==> config.mk <==
export PLATFORM = sky130hd
export DESIGN_NAME = sac_top
export DESIGN_NICKNAME = d
export VERILOG_FILES = /design/src/sac_pkg.sv /design/src/sac_clk_div.sv /design/src/sac_sar_seq.sv /design/src/sac_top.sv
export VERILOG_INCLUDE_DIRS = /design/src /design/src/src
export SDC_FILE = /design/constraint.sdc
export NUM_CORES = 1
export LEC_CHECK = 0
export ABC_AREA = 1
export BUFFER_PORTS_ARGS = -buffer_cell sky130_fd_sc_hd__buf_2
export CELL_PAD_IN_SITES_DETAIL_PLACEMENT = 0
export CELL_PAD_IN_SITES_GLOBAL_PLACEMENT = 1
export CORE_ASPECT_RATIO = 1.2
export CORE_MARGIN = 2
export CORE_UTILIZATION = 38
export CTS_CLUSTER_SIZE = 8
export DETAILED_ROUTE_END_ITERATION = 12
export GPL_TIMING_DRIVEN = 0
export PLACE_DENSITY_LB_ADDON = 0.15
export RECOVER_POWER = 25
export SLEW_MARGIN = 20
export SYNTH_ARGS = -nofsm -noshare
export SYNTH_HDL_FRONTEND = slang
export SYNTH_SLANG_ARGS = --single-unit
==> constraint.sdc <==
create_clock -name clk_sys -period 1.9 [get_ports clk_sys]
set_input_delay 0.285 -clock clk_sys [delete_from_list [all_inputs] [get_ports clk_sys]]
set_output_delay 0.285 -clock clk_sys [all_outputs]
set_load 0.02 [all_outputs]
==> src/sac_defines.svh <==
// Register map, field positions, reset values and counts of the ADC control.
// What this block does
// A conversion takes exactly 50 converter clock ticks from the start.
// Each of the 12 result bits takes two ticks; the rest is sampling.
// At the end the done flag is set and the result loaded together.
// The converter clock is system clock over 32, 16, 8 or 4 by a field.
// The done flag clears on a flag write with its bit zero or on start.
// Result bits 11..4 read as one byte, bits 3..0 as an upper nibble.
// A 4-bit field picks the input; 1011 is bandgap, 1111 supply/4.
// Firmware turns the bandgap off and leaves code 1111 for low current.
// A 2-bit field picks the reference: supply, 2.5V, 3V or 4V.
// Writing one to the start bit starts; hardware clears it at the end.
// Writing zero to the start bit clears it at once.
// Firmware keeps the converter clock below 1 MHz before a start.
// A set done flag with the interrupt enabled raises a request.
// The result registers hold until a later conversion replaces them.
`ifndef SAC_DEFINES_SVH
`define SAC_DEFINES_SVH

// ----------------------------------------------------------------------
// Register offsets
// ----------------------------------------------------------------------
`define SAC_ADDR_OPTION 8'h94
`define SAC_ADDR_INTERRUPT_FLAG_REGISTER 8'h95
`define SAC_ADDR_DATA_LO 8'haa
`define SAC_ADDR_DATA_HI 8'hab
`define SAC_ADDR_CHAN 8'hb6
`define SAC_ADDR_AUXILIARY_CONTROL_THREE 8'hef
`define SAC_ADDR_AUXILIARY_CONTROL_ONE 8'hf8

// ----------------------------------------------------------------------
// Field positions
// ----------------------------------------------------------------------
`define SAC_DIV_HI 3
`define SAC_DIV_LO 2
`define SAC_FLAG_BIT 4
`define SAC_START_BIT 4
`define SAC_BG_BIT 2
`define SAC_REF_HI 1
`define SAC_REF_LO 0
`define SAC_CHAN_HI 3
`define SAC_CHAN_LO 0

// ----------------------------------------------------------------------
// Reset values and codes
// ----------------------------------------------------------------------
`define SAC_CHAN_RESET 4'hf
`define SAC_DIV_RESET 2'h0
`define SAC_REF_RESET 2'h0
`define SAC_RES_RESET 12'h000
`define SAC_RES_MSB 12'h800
`define SAC_DIV_BY32 2'h0
`define SAC_DIV_BY16 2'h1
`define SAC_DIV_BY8 2'h2
`define SAC_LIM32 5'h1f
`define SAC_LIM16 5'h0f
`define SAC_LIM8 5'h07
`define SAC_LIM4 5'h03

// ----------------------------------------------------------------------
// Conversion timing in converter clock ticks
// ----------------------------------------------------------------------
`define SAC_CONV_TICKS 6'd50
`define SAC_BITS 4'd12
`define SAC_SAMPLE_TICKS 6'd26
`define SAC_TOP_BIT 4'hb

`endif

==> src/sac_pkg.sv <==
// Types shared by the ADC control modules.
package sac_pkg;

  typedef enum logic [2:0] {
    SAC_IDLE = 3'b001,
    SAC_SAMPLE = 3'b010,
    SAC_CONVERT = 3'b100
  } sac_mode_t;

  typedef struct packed {
    logic [4:0] cnt;
    logic tick;
  } sac_div_state_t;

  typedef struct packed {
    sac_mode_t mode;
    logic [5:0] ticks;
    logic phase;
    logic [3:0] bit_idx;
    logic [11:0] sar;
    logic hold;
    logic done;
  } sac_seq_state_t;

  typedef struct packed {
    logic [1:0] div_sel;
    logic flag;
    logic [3:0] chan;
    logic bg_en;
    logic [1:0] ref_sel;
    logic start;
    logic [11:0] result;
    logic [7:0] rdata;
    logic irq;
  } sac_top_state_t;

endpackage : sac_pkg

==> src/sac_clk_div.sv <==
// Converter clock divider producing a one-cycle tick enable.
`timescale 1ns/10ps
`include "sac_defines.svh"

module sac_clk_div (
  // Clock and reset
  input wire logic clk_sys,
  input wire logic reset,
  // Control
  input wire logic run,
  input wire logic [1:0] div_sel,
  // Tick
  output logic tick
);

  sac_pkg::sac_div_state_t s_r;
  sac_pkg::sac_div_state_t s_nxt;
  logic [4:0] limit;

  always_comb begin
    case (div_sel)
      `SAC_DIV_BY32: limit = `SAC_LIM32;
      `SAC_DIV_BY16: limit = `SAC_LIM16;
      `SAC_DIV_BY8: limit = `SAC_LIM8;
      default: limit = `SAC_LIM4;
    endcase
    s_nxt = s_r;
    s_nxt.tick = 1'b0;
    if (!run) begin
      s_nxt.cnt = 5'h00;
    end else if (s_r.cnt >= limit) begin
      s_nxt.cnt = 5'h00;
      s_nxt.tick = 1'b1;
    end else begin
      s_nxt.cnt = s_r.cnt + 5'h01;
    end
  end

  always_ff @(posedge clk_sys or posedge reset) begin
    if (reset) begin
      s_r <= '0;
    end else begin
      s_r <= s_nxt;
    end
  end

  assign tick = s_r.tick;

  AST_DIV_BY4: assert property (@(posedge clk_sys) disable iff (reset)
    (tick && div_sel == 2'h3 ##1 (run && div_sel == 2'h3) [*4]) |-> tick)
    else $error("divide by four tick spacing wrong");

endmodule : sac_clk_div

==> src/sac_sar_seq.sv <==
// Sample phase and successive approximation sequencer.
`timescale 1ns/10ps
`include "sac_defines.svh"

module sac_sar_seq (
  // Clock and reset
  input wire logic clk_sys,
  input wire logic reset,
  // Control
  input wire logic start,
  input wire logic abort,
  input wire logic tick,
  input wire logic compare_high,
  // Status and result
  output logic busy,
  output logic hold,
  output logic done,
  output logic [11:0] sar_code
);

  sac_pkg::sac_seq_state_t s_r;
  sac_pkg::sac_seq_state_t s_nxt;
  logic [5:0] ticks_inc;

  always_comb begin
    s_nxt = s_r;
    s_nxt.done = 1'b0;
    ticks_inc = s_r.ticks + 6'd1;
    if (start) begin
      s_nxt.mode = sac_pkg::SAC_SAMPLE;
      s_nxt.ticks = 6'd0;
      s_nxt.phase = 1'b0;
      s_nxt.sar = `SAC_RES_RESET;
      s_nxt.hold = 1'b1;
    end else if (abort) begin
      s_nxt.mode = sac_pkg::SAC_IDLE;
      s_nxt.hold = 1'b0;
    end else if (tick) begin
      case (s_r.mode)
        sac_pkg::SAC_SAMPLE: begin
          s_nxt.ticks = ticks_inc;
          if (ticks_inc == `SAC_SAMPLE_TICKS) begin
            s_nxt.mode = sac_pkg::SAC_CONVERT;
            s_nxt.hold = 1'b0;
            s_nxt.bit_idx = `SAC_TOP_BIT;
            s_nxt.sar = `SAC_RES_MSB;
          end
        end
        sac_pkg::SAC_CONVERT: begin
          s_nxt.ticks = ticks_inc;
          s_nxt.phase = ~s_r.phase;
          if (s_r.phase) begin
            s_nxt.sar[s_r.bit_idx] = compare_high;
            if (s_r.bit_idx != 4'h0) begin
              s_nxt.sar[s_r.bit_idx - 4'h1] = 1'b1;
              s_nxt.bit_idx = s_r.bit_idx - 4'h1;
            end
          end
          if (ticks_inc == `SAC_CONV_TICKS) begin
            s_nxt.mode = sac_pkg::SAC_IDLE;
            s_nxt.done = 1'b1;
          end
        end
        default: begin
          s_nxt.mode = sac_pkg::SAC_IDLE;
        end
      endcase
    end
  end

  always_ff @(posedge clk_sys or posedge reset) begin
    if (reset) begin
      s_r <= '0;
      s_r.mode <= sac_pkg::SAC_IDLE;
    end else begin
      s_r <= s_nxt;
    end
  end

  assign busy = (s_r.mode != sac_pkg::SAC_IDLE);
  assign hold = s_r.hold;
  assign done = s_r.done;
  assign sar_code = s_r.sar;

  AST_FIFTY_TICKS: assert property (@(posedge clk_sys) disable iff (reset)
    done |-> $past(s_r.ticks) == `SAC_CONV_TICKS - 6'd1)
    else $error("conversion did not take fifty ticks");

  AST_PAIR_HOLD: assert property (@(posedge clk_sys) disable iff (reset)
    (s_r.mode == sac_pkg::SAC_CONVERT && tick && !s_r.phase && !start
     && !abort) |=> $stable(s_r.sar))
    else $error("bit decided on first tick of a pair");

endmodule : sac_sar_seq

==> src/sac_top.sv <==
// ADC conversion control: registers, clock divider and sequencer.
//
// Decided for this implementation: strobed register access.
`timescale 1ns/10ps
`include "sac_defines.svh"

module sac_top (
  // Clock and reset
  input wire logic clk_sys,
  input wire logic reset,
  // Register port
  input wire logic [7:0] reg_addr,
  input wire logic [7:0] reg_wdata,
  input wire logic reg_wr,
  input wire logic reg_rd,
  output logic [7:0] reg_rdata,
  // Interrupt
  input wire logic irq_enable,
  output logic irq_request,
  // Analog core
  input wire logic compare_high,
  output logic sample_hold,
  output logic [11:0] trial_code,
  output logic [3:0] input_channel_field,
  output logic [1:0] reference_level_select,
  output logic bandgap_enable
);

  // --------------------------------------------------------------------
  // Submodules
  // --------------------------------------------------------------------
  sac_pkg::sac_top_state_t s_r;
  sac_pkg::sac_top_state_t s_nxt;
  logic tick;
  logic busy;
  logic done;
  logic [11:0] sar_code;
  logic wr_flag;
  logic wr_start;
  logic start_go;
  logic start_abort;

  assign wr_flag = reg_wr && reg_addr == `SAC_ADDR_INTERRUPT_FLAG_REGISTER;
  assign wr_start = reg_wr && reg_addr == `SAC_ADDR_AUXILIARY_CONTROL_ONE;
  assign start_go = wr_start && reg_wdata[`SAC_START_BIT];
  assign start_abort = wr_start && !reg_wdata[`SAC_START_BIT];

  sac_clk_div u_div (
    .clk_sys(clk_sys),
    .reset(reset),
    .run(busy),
    .div_sel(s_r.div_sel),
    .tick(tick)
  );

  sac_sar_seq u_seq (
    .clk_sys(clk_sys),
    .reset(reset),
    .start(start_go),
    .abort(start_abort),
    .tick(tick),
    .compare_high(compare_high),
    .busy(busy),
    .hold(sample_hold),
    .done(done),
    .sar_code(sar_code)
  );

  // --------------------------------------------------------------------
  // Register file
  // --------------------------------------------------------------------
  always_comb begin
    s_nxt = s_r;
    s_nxt.rdata = 8'h00;
    if (reg_wr) begin
      case (reg_addr)
        `SAC_ADDR_OPTION: begin
          s_nxt.div_sel = reg_wdata[`SAC_DIV_HI:`SAC_DIV_LO];
        end
        `SAC_ADDR_INTERRUPT_FLAG_REGISTER: begin
          if (!reg_wdata[`SAC_FLAG_BIT]) begin
            s_nxt.flag = 1'b0;
          end
        end
        `SAC_ADDR_CHAN: begin
          s_nxt.chan = reg_wdata[`SAC_CHAN_HI:`SAC_CHAN_LO];
        end
        `SAC_ADDR_AUXILIARY_CONTROL_THREE: begin
          s_nxt.bg_en = reg_wdata[`SAC_BG_BIT];
          s_nxt.ref_sel = reg_wdata[`SAC_REF_HI:`SAC_REF_LO];
        end
        `SAC_ADDR_AUXILIARY_CONTROL_ONE: begin
          s_nxt.start = reg_wdata[`SAC_START_BIT];
          if (reg_wdata[`SAC_START_BIT]) begin
            s_nxt.flag = 1'b0;
          end
        end
        default: begin
          s_nxt.start = s_r.start;
        end
      endcase
    end
    // Completion beats a flag clear in the same cycle; a new start keeps the start bit set.
    if (done) begin
      s_nxt.flag = 1'b1;
      s_nxt.result = sar_code;
      if (!start_go) begin
        s_nxt.start = 1'b0;
      end
    end
    if (reg_rd) begin
      case (reg_addr)
        `SAC_ADDR_OPTION: begin
          s_nxt.rdata[`SAC_DIV_HI:`SAC_DIV_LO] = s_r.div_sel;
        end
        `SAC_ADDR_INTERRUPT_FLAG_REGISTER: begin
          s_nxt.rdata[`SAC_FLAG_BIT] = s_r.flag;
        end
        `SAC_ADDR_DATA_LO: begin
          s_nxt.rdata = {s_r.result[3:0], 4'h0};
        end
        `SAC_ADDR_DATA_HI: begin
          s_nxt.rdata = s_r.result[11:4];
        end
        `SAC_ADDR_CHAN: begin
          s_nxt.rdata[`SAC_CHAN_HI:`SAC_CHAN_LO] = s_r.chan;
        end
        `SAC_ADDR_AUXILIARY_CONTROL_THREE: begin
          s_nxt.rdata[`SAC_BG_BIT] = s_r.bg_en;
          s_nxt.rdata[`SAC_REF_HI:`SAC_REF_LO] = s_r.ref_sel;
        end
        `SAC_ADDR_AUXILIARY_CONTROL_ONE: begin
          s_nxt.rdata[`SAC_START_BIT] = s_r.start;
        end
        default: begin
          s_nxt.rdata = 8'h00;
        end
      endcase
    end
    s_nxt.irq = s_nxt.flag && irq_enable;
  end

  always_ff @(posedge clk_sys or posedge reset) begin
    if (reset) begin
      s_r <= '0;
      s_r.div_sel <= `SAC_DIV_RESET;
      s_r.chan <= `SAC_CHAN_RESET;
      s_r.ref_sel <= `SAC_REF_RESET;
      s_r.result <= `SAC_RES_RESET;
    end else begin
      s_r <= s_nxt;
    end
  end

  // --------------------------------------------------------------------
  // Outputs
  // --------------------------------------------------------------------
  assign reg_rdata = s_r.rdata;
  assign irq_request = s_r.irq;
  assign trial_code = sar_code;
  assign input_channel_field = s_r.chan;
  assign reference_level_select = s_r.ref_sel;
  assign bandgap_enable = s_r.bg_en;

  // --------------------------------------------------------------------
  // Checks
  // --------------------------------------------------------------------
  AST_FLAG_ON_DONE: assert property (@(posedge clk_sys) disable iff (reset)
    done |=> s_r.flag && s_r.result == $past(sar_code))
    else $error("done did not set flag and load result");

  AST_START_AUTOCLR: assert property (@(posedge clk_sys)
    disable iff (reset)
    (done && !start_go) |=> !s_r.start)
    else $error("start bit not cleared at end of conversion");

  AST_WRITE_ZERO: assert property (@(posedge clk_sys) disable iff (reset)
    start_abort |=> !s_r.start && !busy)
    else $error("write of zero did not clear start bit");

  AST_FLAG_CLEAR: assert property (@(posedge clk_sys) disable iff (reset)
    (wr_flag && !reg_wdata[`SAC_FLAG_BIT] && !done) |=> !s_r.flag)
    else $error("flag write with bit zero did not clear");

  AST_IRQ: assert property (@(posedge clk_sys) disable iff (reset)
    (s_r.flag && irq_enable && !done && !wr_flag && !wr_start)
    |=> irq_request)
    else $error("interrupt not raised for set flag");

  AST_RESULT_HOLD: assert property (@(posedge clk_sys) disable iff (reset)
    !done |=> $stable(s_r.result))
    else $error("result changed without a completion");

  AST_READ_HIGH: assert property (@(posedge clk_sys) disable iff (reset)
    (reg_rd && reg_addr == `SAC_ADDR_DATA_HI)
    |=> reg_rdata == $past(s_r.result[11:4]))
    else $error("result high byte read wrong");

  AST_CHAN_WRITE: assert property (@(posedge clk_sys) disable iff (reset)
    (reg_wr && reg_addr == `SAC_ADDR_CHAN)
    |=> input_channel_field == $past(reg_wdata[3:0]))
    else $error("channel field not written");

  AST_REF_WRITE: assert property (@(posedge clk_sys) disable iff (reset)
    (reg_wr && reg_addr == `SAC_ADDR_AUXILIARY_CONTROL_THREE)
    |=> reference_level_select == $past(reg_wdata[1:0]))
    else $error("reference field not written");

endmodule : sac_top

Word level (Yosys, flattened, before mapping)
Index checks and enable logic that the tools add are counted.
{"block": "classes", "div_mod_pow": 0, "n_mul": 0, "bitwise": 4, "eq_ne": 22, "add_sub_neg": 3, "shifts": 0, "n_lt_le_gt_ge": 5, "mux": 46, "reduce_logical": 27}
{"operator": "$eq 8x8->1 const B", "count": 7}
{"operator": "$mux 16", "count": 2}
{"operator": "$pmux 16 s2", "count": 1}
{"operator": "$mux 28", "count": 1}
{"operator": "$mux 13", "count": 2}
{"operator": "$mux 23", "count": 1}
{"operator": "$mux 17", "count": 1}
{"operator": "$mux 1", "count": 16}
{"operator": "$pmux 5 s3", "count": 1}
{"operator": "$bwmux 12", "count": 1}
{"operator": "$mux 3", "count": 4}
{"operator": "$or 12x12->12", "count": 1}
{"operator": "$pmux 3 s2", "count": 2}
{"operator": "$reduce_and 3->1", "count": 4}
{"operator": "$reduce_bool 3->1", "count": 4}
{"operator": "$lt 4x5->1 const B", "count": 2}
{"operator": "$mux 10", "count": 1}
{"operator": "$mux 5", "count": 2}
{"operator": "$mux 9", "count": 1}
{"operator": "$demux 1 s4", "count": 2}
{"operator": "$ge 4x1->1 const B", "count": 2}
{"operator": "$mux 8", "count": 1}
{"operator": "$ne 4x3->1 const B", "count": 2}
{"operator": "$pmux 1 s4", "count": 2}
{"operator": "29 further kinds", "count": 44}
{"block": "totals", "in_bits": 22, "out_inout_bits": 29, "memories": 0, "rom_bits": 0, "register_bits": 66, "word_cells": 125, "ramBits": 0, "latchBits": 0}

Logic depth before layout (Yosys ltp)
Gate-level depths: netlist of run 1.
{"block": "logic_depth", "depth_word": 12, "depth_mapped": 12}

By module
A second synthesis of run 1 with hierarchy kept.
{"block": "hier_totals", "hier_cells": 510, "hier_area_um2": 3892.5}
{"module": "sac_sar_seq", "cells_each": 258, "n_inst": 1, "area_per_inst_um2": 1884.3}
{"module": "sac_top", "cells_each": 211, "n_inst": 1, "area_per_inst_um2": 1659.1}
{"module": "sac_clk_div", "cells_each": 41, "n_inst": 1, "area_per_inst_um2": 349.1}

Worst setup path before layout of run 1
OpenSTA, ideal clock, no wires.
{"block": "synth_timing", "path_kind": "register -> register", "startpoint": "reg u_seq.s_r[19] in the netlist's numbering", "endpoint": "reg u_seq.s_r, in the netlist u_seq.sar_code[7]", "setup_slack_ps": 208, "n_path_buf": 1, "stages_incl_launch_ff": 12, "setup_ps": 117, "arrival_time_ps": 1575, "required_ps": 1783, "path_cell_list": "dfrtp_1 > ha_1 > inv_1 > nand2_1 > nand3_2 > nor2_4 > nand3_4 > nand2_4 > nand3_4 > buf_4 > nand3_1 > nand2_1"}
{"block": "synth_between", "elab_chain_len": 4}
{"item": "start, declared", "line": "sac_sar_seq.sv:21", "text": "sac_pkg::sac_seq_state_t s_r;"}
{"item": "start signal, assigned", "line": "sac_sar_seq.sv:76", "text": "s_r <= s_nxt;"}
{"item": "$add 6x1->6", "line": "sac_sar_seq.sv:28", "text": "ticks_inc = s_r.ticks + 6'd1;"}
{"item": "$eq 6x5->1 (no line)"}
{"item": "$ne 3x2->1 (no line)"}
{"item": "$reduce_and 5->1 (no line)"}
Every way passes these cells.
A chain may end at the register's enable or synchronous reset.

Worst setup path after layout of run 1
{"block": "layout_timing", "startpoint": "reg u_seq.s_r[20] in the netlist's numbering", "endpoint": "reg u_seq.s_r, in the netlist u_seq.sar_code[7]"}
Same word-level chain as after synthesis.

==> metrics.sh, run 1 <==
STATUS='finished, final reports clean'
TIMING.SETUP.CRITICAL_PATH_CLASS='reg2reg'
PATH_MAX_FANOUT=10
GRT_START_MAX_NET_PINS=33
SYNTHESIZED_NETLIST_NET_COUNT=509
FIN_NETS=572
YOSYSTOPAREACELL='sky130_fd_sc_hd__dfrtp_1'
DRV_SLEW=0
GRT_FIRST_PASS_WIRELENGTH_UM=14700
P_LEAK_nW=2.42
GRT_UTIL_ALL_LAYERS_PCT=17.6
YOSYS.AREA.TOP_TYPE_SHARE_PCT=40.4
POWERDENSITY_nW_PER_UM2=949
FINALHOLDVIOLCOUNT=0
WORST-SLEW-PIN-TRANSITION_NS=0.915
DIODES=0
DRT-INITIAL-DRC-COUNT=108
TIMING.CRITICAL_PATH.FROM='u_seq.s_r[20]$_DFFE_PP0P_'
SYNTH_AREA_PER_CELL_UM2=7.85
CLOCK_TREE_FROM_TRITONCTS='built'
ANTENNA_VIOLATING_NETS_POST_ROUTE=0
POSTSYNTH.TOPFLOPCELL='sky130_fd_sc_hd__dfrtp_1'
WIRELENGTH_UM=8580
PLACEMENT_ROWS=39
WORSTHOLDPATHTYPE='in2reg'
CORE_AREA_UM2=9610
DRT-VIAS-PER-INSTANCE=4.72
DRT_PASS1_ITERATIONS=5
DIE_AREA_UM2=10800
INSERTION_DELAY_NS=0.33
GR-TOTAL-OVERFLOW=0
YS_SEQ_ELEMENTS=66
DRT-WIRELENGTH-PER-CELL_UM=12.8
SYNTH_ENABLE_FLOP_CELLS=0
WORST_EP_REQUIRED_TIME_NS=2.12
PERIOD_UTILIZATION_POST_ROUTE_PCT=89.0
REGTOREGSTARTPOINT='u_seq.s_r[20]$_DFFE_PP0P_'
MAX_CAP_VIOL_COUNT=0
NUMBER_OF_GLOBAL_ROUTE_VIAS_BEFORE_REPAIR=3001
YOSYSWARNINGS=0
POST-DP-HPWL_UM=6610
POST-ROUTE-DRC-COUNT=0
VIA_COUNT=3175
TIMING.CRITICAL_PATH.FROM_TYPE='flip-flop'
CTSROOTBUFFERMASTER='sky130_fd_sc_hd__clkbuf_16'
DRIVE_GT1_SHARE_PCT=25.1
WORSTPATHARRIVAL_NS=1.91
PORTBUFFERS=47
PEAKVDDDROP_V=0.000471
POSTSYNTHCELLCOUNT=481
TIMING.HOLD.WS_NS=0.186
SYNTH.DISTINCT_CELLS=34
CTS_MADE_BUFFERS=9
CTSHTREEMAXLEVEL=3
SLEW-LIMIT-HEADROOM_PCT=38.7
GRT_ANTENNA_BEFORE_REPAIR=0
TIMING.CRITICAL_PATH.TO_TYPE='flip-flop'
POST_SYNTH_MAIN_AREA_CONTRIBUTORS='sky130_fd_sc_hd__dfrtp_1, sky130_fd_sc_hd__nand2_1, sky130_fd_sc_hd__buf_4'
SYNTH_SEQ_AREA_SHARE_PCT=43.9
FIN_WORST_SKEW_NS=0.00710
FIN_TNS_SETUP_NS=0
FLOORPLAN.INITIALDENSITY_PCT=39.3
FP.DIEW_UM=95.0
CLKSINKCOUNT=66
IOPINCOUNT=51
HIGHEST_CLOCK_FREQUENCY_THE_DESIGN_CAN_MEET_MHz=591
MAPPEDNETLISTAREA_UM2=3770
SYN2LAYOUT_AREA_GROWTH_PCT=21.8
SETUP_VIOL=0
GRT_SETUP_UNREPAIRED='false'
FINAL_WEIGHTED_CONGESTION_OF_ROUTABILITY_DRIVEN_GLOBAL_PLACEMENT=0.805
FINALWORSTPATHREQUIREDPERIOD_NS=1.69
POST-SYNTH-TOP-COUNT-CELL='sky130_fd_sc_hd__nand2_1'
CLK_PIN_SLEW_NS=0.06
FP.DIEH_UM=113
SYNTH-ASYNC-RESET-RATIO_PCT=100
HOLD_START='reg_wdata[1]'
CTS_MAX_PATH_BUFFERS=2
NETLIST_TOP_CELLS_COUNT='sky130_fd_sc_hd__nand2_1, sky130_fd_sc_hd__dfrtp_1, sky130_fd_sc_hd__inv_1, sky130_fd_sc_hd__nand3_1, sky130_fd_sc_hd__nor2_1'
==> what timing repair did <==
item | CTS | global route
setup endpoints to repair | 10 | 18
hold buffers | 1 | 0
hold endpoints to repair | 16 | 0
gates resized for setup | 1 | 4
setup buffers | 0 | 2
==> metal layers <==
metal  GRT usage [%]  wire length, µm  part of all wire (%)  vias to the layer above
li1                -                -                     -                     1655
met1            22.6             3960                    46                     1461
met2            29.3             4210                    49                       53
met3            3.60              308                   3.6                        6
met4            6.09              104                   1.2                        0
met5               0                0                     0                        -
==> layout make-up <==
cell class / count / area, µm²
inverters: 58 / 219
clock inverters: 7 / 125
clock buffers: 9 / 225
repair buffers: 52 / 304
well taps: 123 / 154
plain buffers: 34 / 256
fillers: 965 / 5020
multi-input cells: 323 / 1650
flip-flops and latches: 66 / 1660
==> cells in the final DEF (no fill, tap or decap), types with 3 or more instances in the layout <==
| master | netlist | routed |
|---|---|---|
| sky130_fd_sc_hd__nand3_4 | 3 | 3 |
| sky130_fd_sc_hd__o22ai_1 | 9 | 9 |
| sky130_fd_sc_hd__o21ai_0 | 30 | 29 |
| sky130_fd_sc_hd__clkbuf_16 | 0 | 9 |
| sky130_fd_sc_hd__bufinv_16 | 0 | 3 |
| sky130_fd_sc_hd__nor3_1 | 11 | 11 |
| sky130_fd_sc_hd__ha_1 | 6 | 5 |
| sky130_fd_sc_hd__inv_1 | 55 | 54 |
| sky130_fd_sc_hd__buf_2 | 0 | 44 |
| sky130_fd_sc_hd__nand2_4 | 3 | 3 |
| sky130_fd_sc_hd__nand2_1 | 126 | 127 |
| sky130_fd_sc_hd__dfstp_2 | 5 | 5 |
| sky130_fd_sc_hd__nor2_1 | 33 | 33 |
| sky130_fd_sc_hd__mux2_2 | 3 | 3 |
| sky130_fd_sc_hd__nand4_1 | 7 | 7 |
| sky130_fd_sc_hd__nand3_2 | 4 | 4 |
| sky130_fd_sc_hd__buf_4 | 28 | 30 |
| sky130_fd_sc_hd__a21oi_1 | 23 | 23 |
| sky130_fd_sc_hd__dfrtp_1 | 61 | 59 |
| sky130_fd_sc_hd__nand2_2 | 16 | 15 |
| sky130_fd_sc_hd__clkbuf_1 | 4 | 7 |
| sky130_fd_sc_hd__nand3_1 | 33 | 33 |
| sky130_fd_sc_hd__a31oi_1 | 3 | 3 |
==> critical path: stages (launching register included) <==
cell                      delay (ns)
sky130_fd_sc_hd__dfrtp_2        0.43
sky130_fd_sc_hd__ha_4           0.17
sky130_fd_sc_hd__inv_1          0.04
sky130_fd_sc_hd__nand2_1        0.08
sky130_fd_sc_hd__nand3_2        0.10
sky130_fd_sc_hd__nor2_4         0.14
sky130_fd_sc_hd__nand3_4        0.11
sky130_fd_sc_hd__nand2_4        0.09
sky130_fd_sc_hd__nand3_4        0.09
sky130_fd_sc_hd__buf_4          0.19
sky130_fd_sc_hd__nand3_1        0.07
sky130_fd_sc_hd__nand2_1        0.07
==> where the power goes <==
part	internal [W]	leakage, nW	switching [W]
Combinational	0.000287	1.41	0.000437
Sequential	0.00155	0.844	0.000124
Clock	0.00130	0.171	0.000674
Total	0.00313	2.42	0.00123
==> path summary, 6_finish.rpt <==
kind                                                               to  slack (ns)  cells past startpoint
worst max-delay path                    u_seq.sar_code[7]$_DFFE_PP0P_        0.21                     11
worst min-delay path            reference_level_select[1]$_DFFE_PP0P_        0.19                      3
worst max register to register          u_seq.sar_code[7]$_DFFE_PP0P_        0.21                     11
worst min register to register              u_seq.s_r[25]$_DFFE_PP1P_        0.47                      2
max in group asynchronous          input_channel_field[0]$_DFFE_PP1P_        0.41                      5
min in group asynchronous                   u_seq.s_r[21]$_DFFE_PP0P_        0.64                      3
==> cell families (layout without fill, tap and decap cells) <==
logic type / Yosys count / after routing / synth area share, %
compound gates: 70 / 70 / 10.0
xor+xnor: 3 / 3 / 0.696
fa+ha+maj: 6 / 6 / 1.99
buf+inv: 92 / 160 / 12.6
flops: 66 / 66 / 43.9
mux: 3 / 3 / 0.895
simple gates: 241 / 241 / 29.9
==> flip-flops by register name (all words and copies together), names as in the netlist <==
register and flops:
s_r 16, u_seq.s_r 14, u_seq.sar_code 12, input_channel_field 4, reference_level_select 2, bandgap_enable 1
u_div.tick 1, u_div.s_r 5, u_seq.hold 1, reg_rdata 8, u_seq.done 1, irq_request 1
==> stage by stage <==
step                util, %  total power [W]  instance area (µm²)  setup WS (ns)  cells
floorplan                 -          0.00222                 3780          0.208    481
global placement       43.4          0.00237                 4170       -0.00992    651
detailed placement     43.9          0.00241                 4220        -0.0457    653
CTS                    47.6          0.00439                 4580         0.0401    670
global route           47.8          0.00459                 4600        0.00221    672
finish                 47.8          0.00436                 4600          0.209    672
(Power assumes the default switching activity.)
==> run 2: changes to the inputs <==
CORE_ASPECT_RATIO = 0.9   (was 1.2)
==> metrics.sh, run 2 (synthesis results as in run 1) <==
STATUS='finished, final reports clean'
GRT_ANTENNA_BEFORE_REPAIR=0
CLOCK_TREE_FROM_TRITONCTS='built'
GRT_START_MAX_NET_PINS=33
FINAL_CELLS=675
SEQUENTIALPOWERSHARE_PCT=46.2
TIMING.HOLD.WS_NS=0.162
PERIOD_UTILIZATION_POST_ROUTE_PCT=92.4
CTSHTREEMAXLEVEL=3
R2R_SLACK_NS=0.14
DRV_SLEW=0
REGTOREGSTARTPOINT='u_seq.s_r[20]$_DFFE_PP0P_'
CRITICAL_PATH_DESTINATION='u_seq.sar_code[0]$_DFFE_PP0P_'
DRT-VIAS-PER-INSTANCE=4.71
POWER.SHARE.SWITCHING_PCT=32.0
DRT-WIRELENGTH-PER-CELL_UM=12.6
TOP_REGISTER='s_r'
INSERTION_DELAY_NS=0.34
CELLINTERNALPOWER_W=0.00244
POWER_FRAC_COMB_PCT=20.1
GRT_FIRST_PASS_WIRELENGTH_UM=14400
TIMING.SETUP.CRITICAL_PATH_CLASS='reg2reg'
PLACEDCELLCOUNT=656
REG2REG_TO='u_seq.sar_code[0]$_DFFE_PP0P_'
HIGHEST_CLOCK_FREQUENCY_THE_DESIGN_CAN_MEET_MHz=570
TIMING.CRITICAL_PATH.FROM='u_seq.s_r[20]$_DFFE_PP0P_'
FINALWORSTPATHREQUIREDPERIOD_NS=1.76
IOPINCOUNT=51
CLKSINKCOUNT=66
WIRELENGTH_UM=8490
PATH_MAX_FANOUT=10
SWITCHINGPOWER_W=0.00115
WORST_EP_REQUIRED_TIME_NS=2.14
DIE_AREA_UM2=10700
PEAKVDDDROP_V=0.000400
POWERDENSITY_nW_PER_UM2=810
TIMING.CRITICAL_PATH.TO_TYPE='flip-flop'
P_LEAK_nW=2.35
FINAL_WEIGHTED_CONGESTION_OF_ROUTABILITY_DRIVEN_GLOBAL_PLACEMENT=0.840
CLK_PIN_SLEW_NS=0.08
SETUP_VIOL=0
DRT-INITIAL-DRC-COUNT=132
SLEW-LIMIT-HEADROOM_PCT=48.2
FINAL_CORE_UTIL_PCT=45.9
PORTBUFFERS=47
WORSTPATHARRIVAL_NS=1.99
CTSROOTBUFFERMASTER='sky130_fd_sc_hd__clkbuf_8'
GRT_UTIL_ALL_LAYERS_PCT=17.1
FINAL_COMMON_CELL='sky130_fd_sc_hd__nand2_1'
FP.DIEW_UM=109
DRT_PASS1_ITERATIONS=4
FINALHOLDVIOLCOUNT=0
POST-DP-HPWL_UM=6400
NUMBER_OF_FLIP_FLOPS_UNDER_THE_LARGEST_REGISTER_NAME=16
CTS_MAX_PATH_BUFFERS=2
MOSTFREQUENTLAYOUTCELLS='sky130_fd_sc_hd__nand2_1, sky130_fd_sc_hd__dfrtp_1, sky130_fd_sc_hd__inv_1'
WORSTHOLDPATHTYPE='in2reg'
GRT_SETUP_UNREPAIRED='false'
FP.DIEH_UM=98.6
NUMBER_OF_GLOBAL_ROUTE_VIAS_BEFORE_REPAIR=2979
FIN_TNS_SETUP_NS=0
ANTENNA_VIOLATING_NETS_POST_ROUTE=0
TIMING.REG2REG.WORST_PATH_DEPTH=11
CTS_MADE_BUFFERS=9
SYN2LAYOUT_AREA_GROWTH_PCT=17.5
MAX_CAP_VIOL_COUNT=0
NON_FILLER_CELL_AREA_FINAL_UM2=4430
PLACEMENT_ROWS=34
FIN_NETS=572
POST-ROUTE-DRC-COUNT=0
FLOORPLAN.INITIALDENSITY_PCT=39.1
CLK_PWR_SHARE_PCT=33.7
CORE_AREA_UM2=9660
TIMING.CRITICAL_PATH.FROM_TYPE='flip-flop'
WORST-SLEW-PIN-TRANSITION_NS=0.773
DRIVE_GT1_SHARE_PCT=25.1
GR-TOTAL-OVERFLOW=0
VIA_COUNT=3181
FIN_WORST_SKEW_NS=0.0127
DIODES=0
PLACE_AREA_UM2=4210
==> run 2: changes by cell type in the layout (fill, tap and decap cells not counted), sizes merged <==
| cell | previous run | this run |
|---|---|---|
| bufinv | 3 | 1 |
| clkinv | 3 | 4 |
| clkinvlp | 1 | 2 |
==> run 2: final cells by class <==
class / count / area (µm²)
clock buffer: 9 / 124
multi-input combinational: 323 / 1640
inverter: 58 / 219
buffer: 34 / 256
fill: 982 / 5220
timing repair buffer: 52 / 297
sequential: 66 / 1660
tap: 126 / 158
clock inverter: 7 / 77.6
==> run 2: layer usage <==
| layer | vias to the layer above | global-route usage [%] | wire length [µm] |
|---|---|---|---|
| li1 | 1654 | - | - |
| met1 | 1463 | 23.6 | 4220 |
| met2 | 62 | 26.7 | 3830 |
| met3 | 2 | 4.83 | 402 |
| met4 | 0 | 3.85 | 36 |
| met5 | - | 0 | 0 |
==> run 2: worst min path at each step <==
stage	start	endpoint	slack [ns]	cells past startpoint
final	reg_wdata[0]	reference_level_select[0]$_DFFE_PP0P_	0.16	3
after global routing	reg_wdata[0]	reference_level_select[0]$_DFFE_PP0P_	0.16	3
after CTS	reg_wdata[0]	reference_level_select[0]$_DFFE_PP0P_	0.14	3
after detailed placement	reset	u_div.s_r[3]$_DFF_PP0_	0.30	2
after global placement	u_seq.s_r[25]$_DFFE_PP1P_	u_seq.s_r[25]$_DFFE_PP1P_	0.45	2
after floorplan	reg_rd	reg_rdata[3]$_DFF_PP0_	0.39	2
==> run 2: timing repair <==
action	CTS	global route
pin swaps	0	0
gates resized for setup	1	3
endpoints found under the hold margin	10	0
setup endpoints to repair	10	13
hold buffers	1	0
setup buffers	0	2
cloned	0	0
==> run 2: power by group through the flow <==
| stage | Clock, W | Combinational (W) | Sequential, W |
|---|---|---|---|
| 2_1_floorplan | 0 | 0.000546 | 0.00167 |
| 3_3_place_gp | 0 | 0.000687 | 0.00169 |
| 3_5_place_dp | 0 | 0.000714 | 0.00169 |
| 4_1_cts | 0.00125 | 0.000717 | 0.00167 |
| 5_1_grt | 0.00132 | 0.000830 | 0.00168 |
| 6_report | 0.00121 | 0.000721 | 0.00166 |
==> run 2: worst max-delay path, stage by stage, from the launching register on <==
cell and delay, ns:
sky130_fd_sc_hd__dfrtp_2 0.42, sky130_fd_sc_hd__ha_2 0.23, sky130_fd_sc_hd__inv_1 0.05, sky130_fd_sc_hd__nand2_1 0.08, sky130_fd_sc_hd__nand3_2 0.10, sky130_fd_sc_hd__nor2_4 0.14
sky130_fd_sc_hd__nand3_4 0.11, sky130_fd_sc_hd__nand2_4 0.09, sky130_fd_sc_hd__nand3_4 0.09, sky130_fd_sc_hd__buf_4 0.19, sky130_fd_sc_hd__nand3_1 0.08, sky130_fd_sc_hd__nand2_1 0.06
==> run 2: through the flow <==
step,worst slack (ns),total power [W]
2_1_floorplan,0.208,0.00222
3_3_place_gp,-0.00286,0.00237
3_5_place_dp,-0.0153,0.00241
4_1_cts,0.0573,0.00364
5_1_grt,0.00737,0.00383
6_report,0.144,0.00359
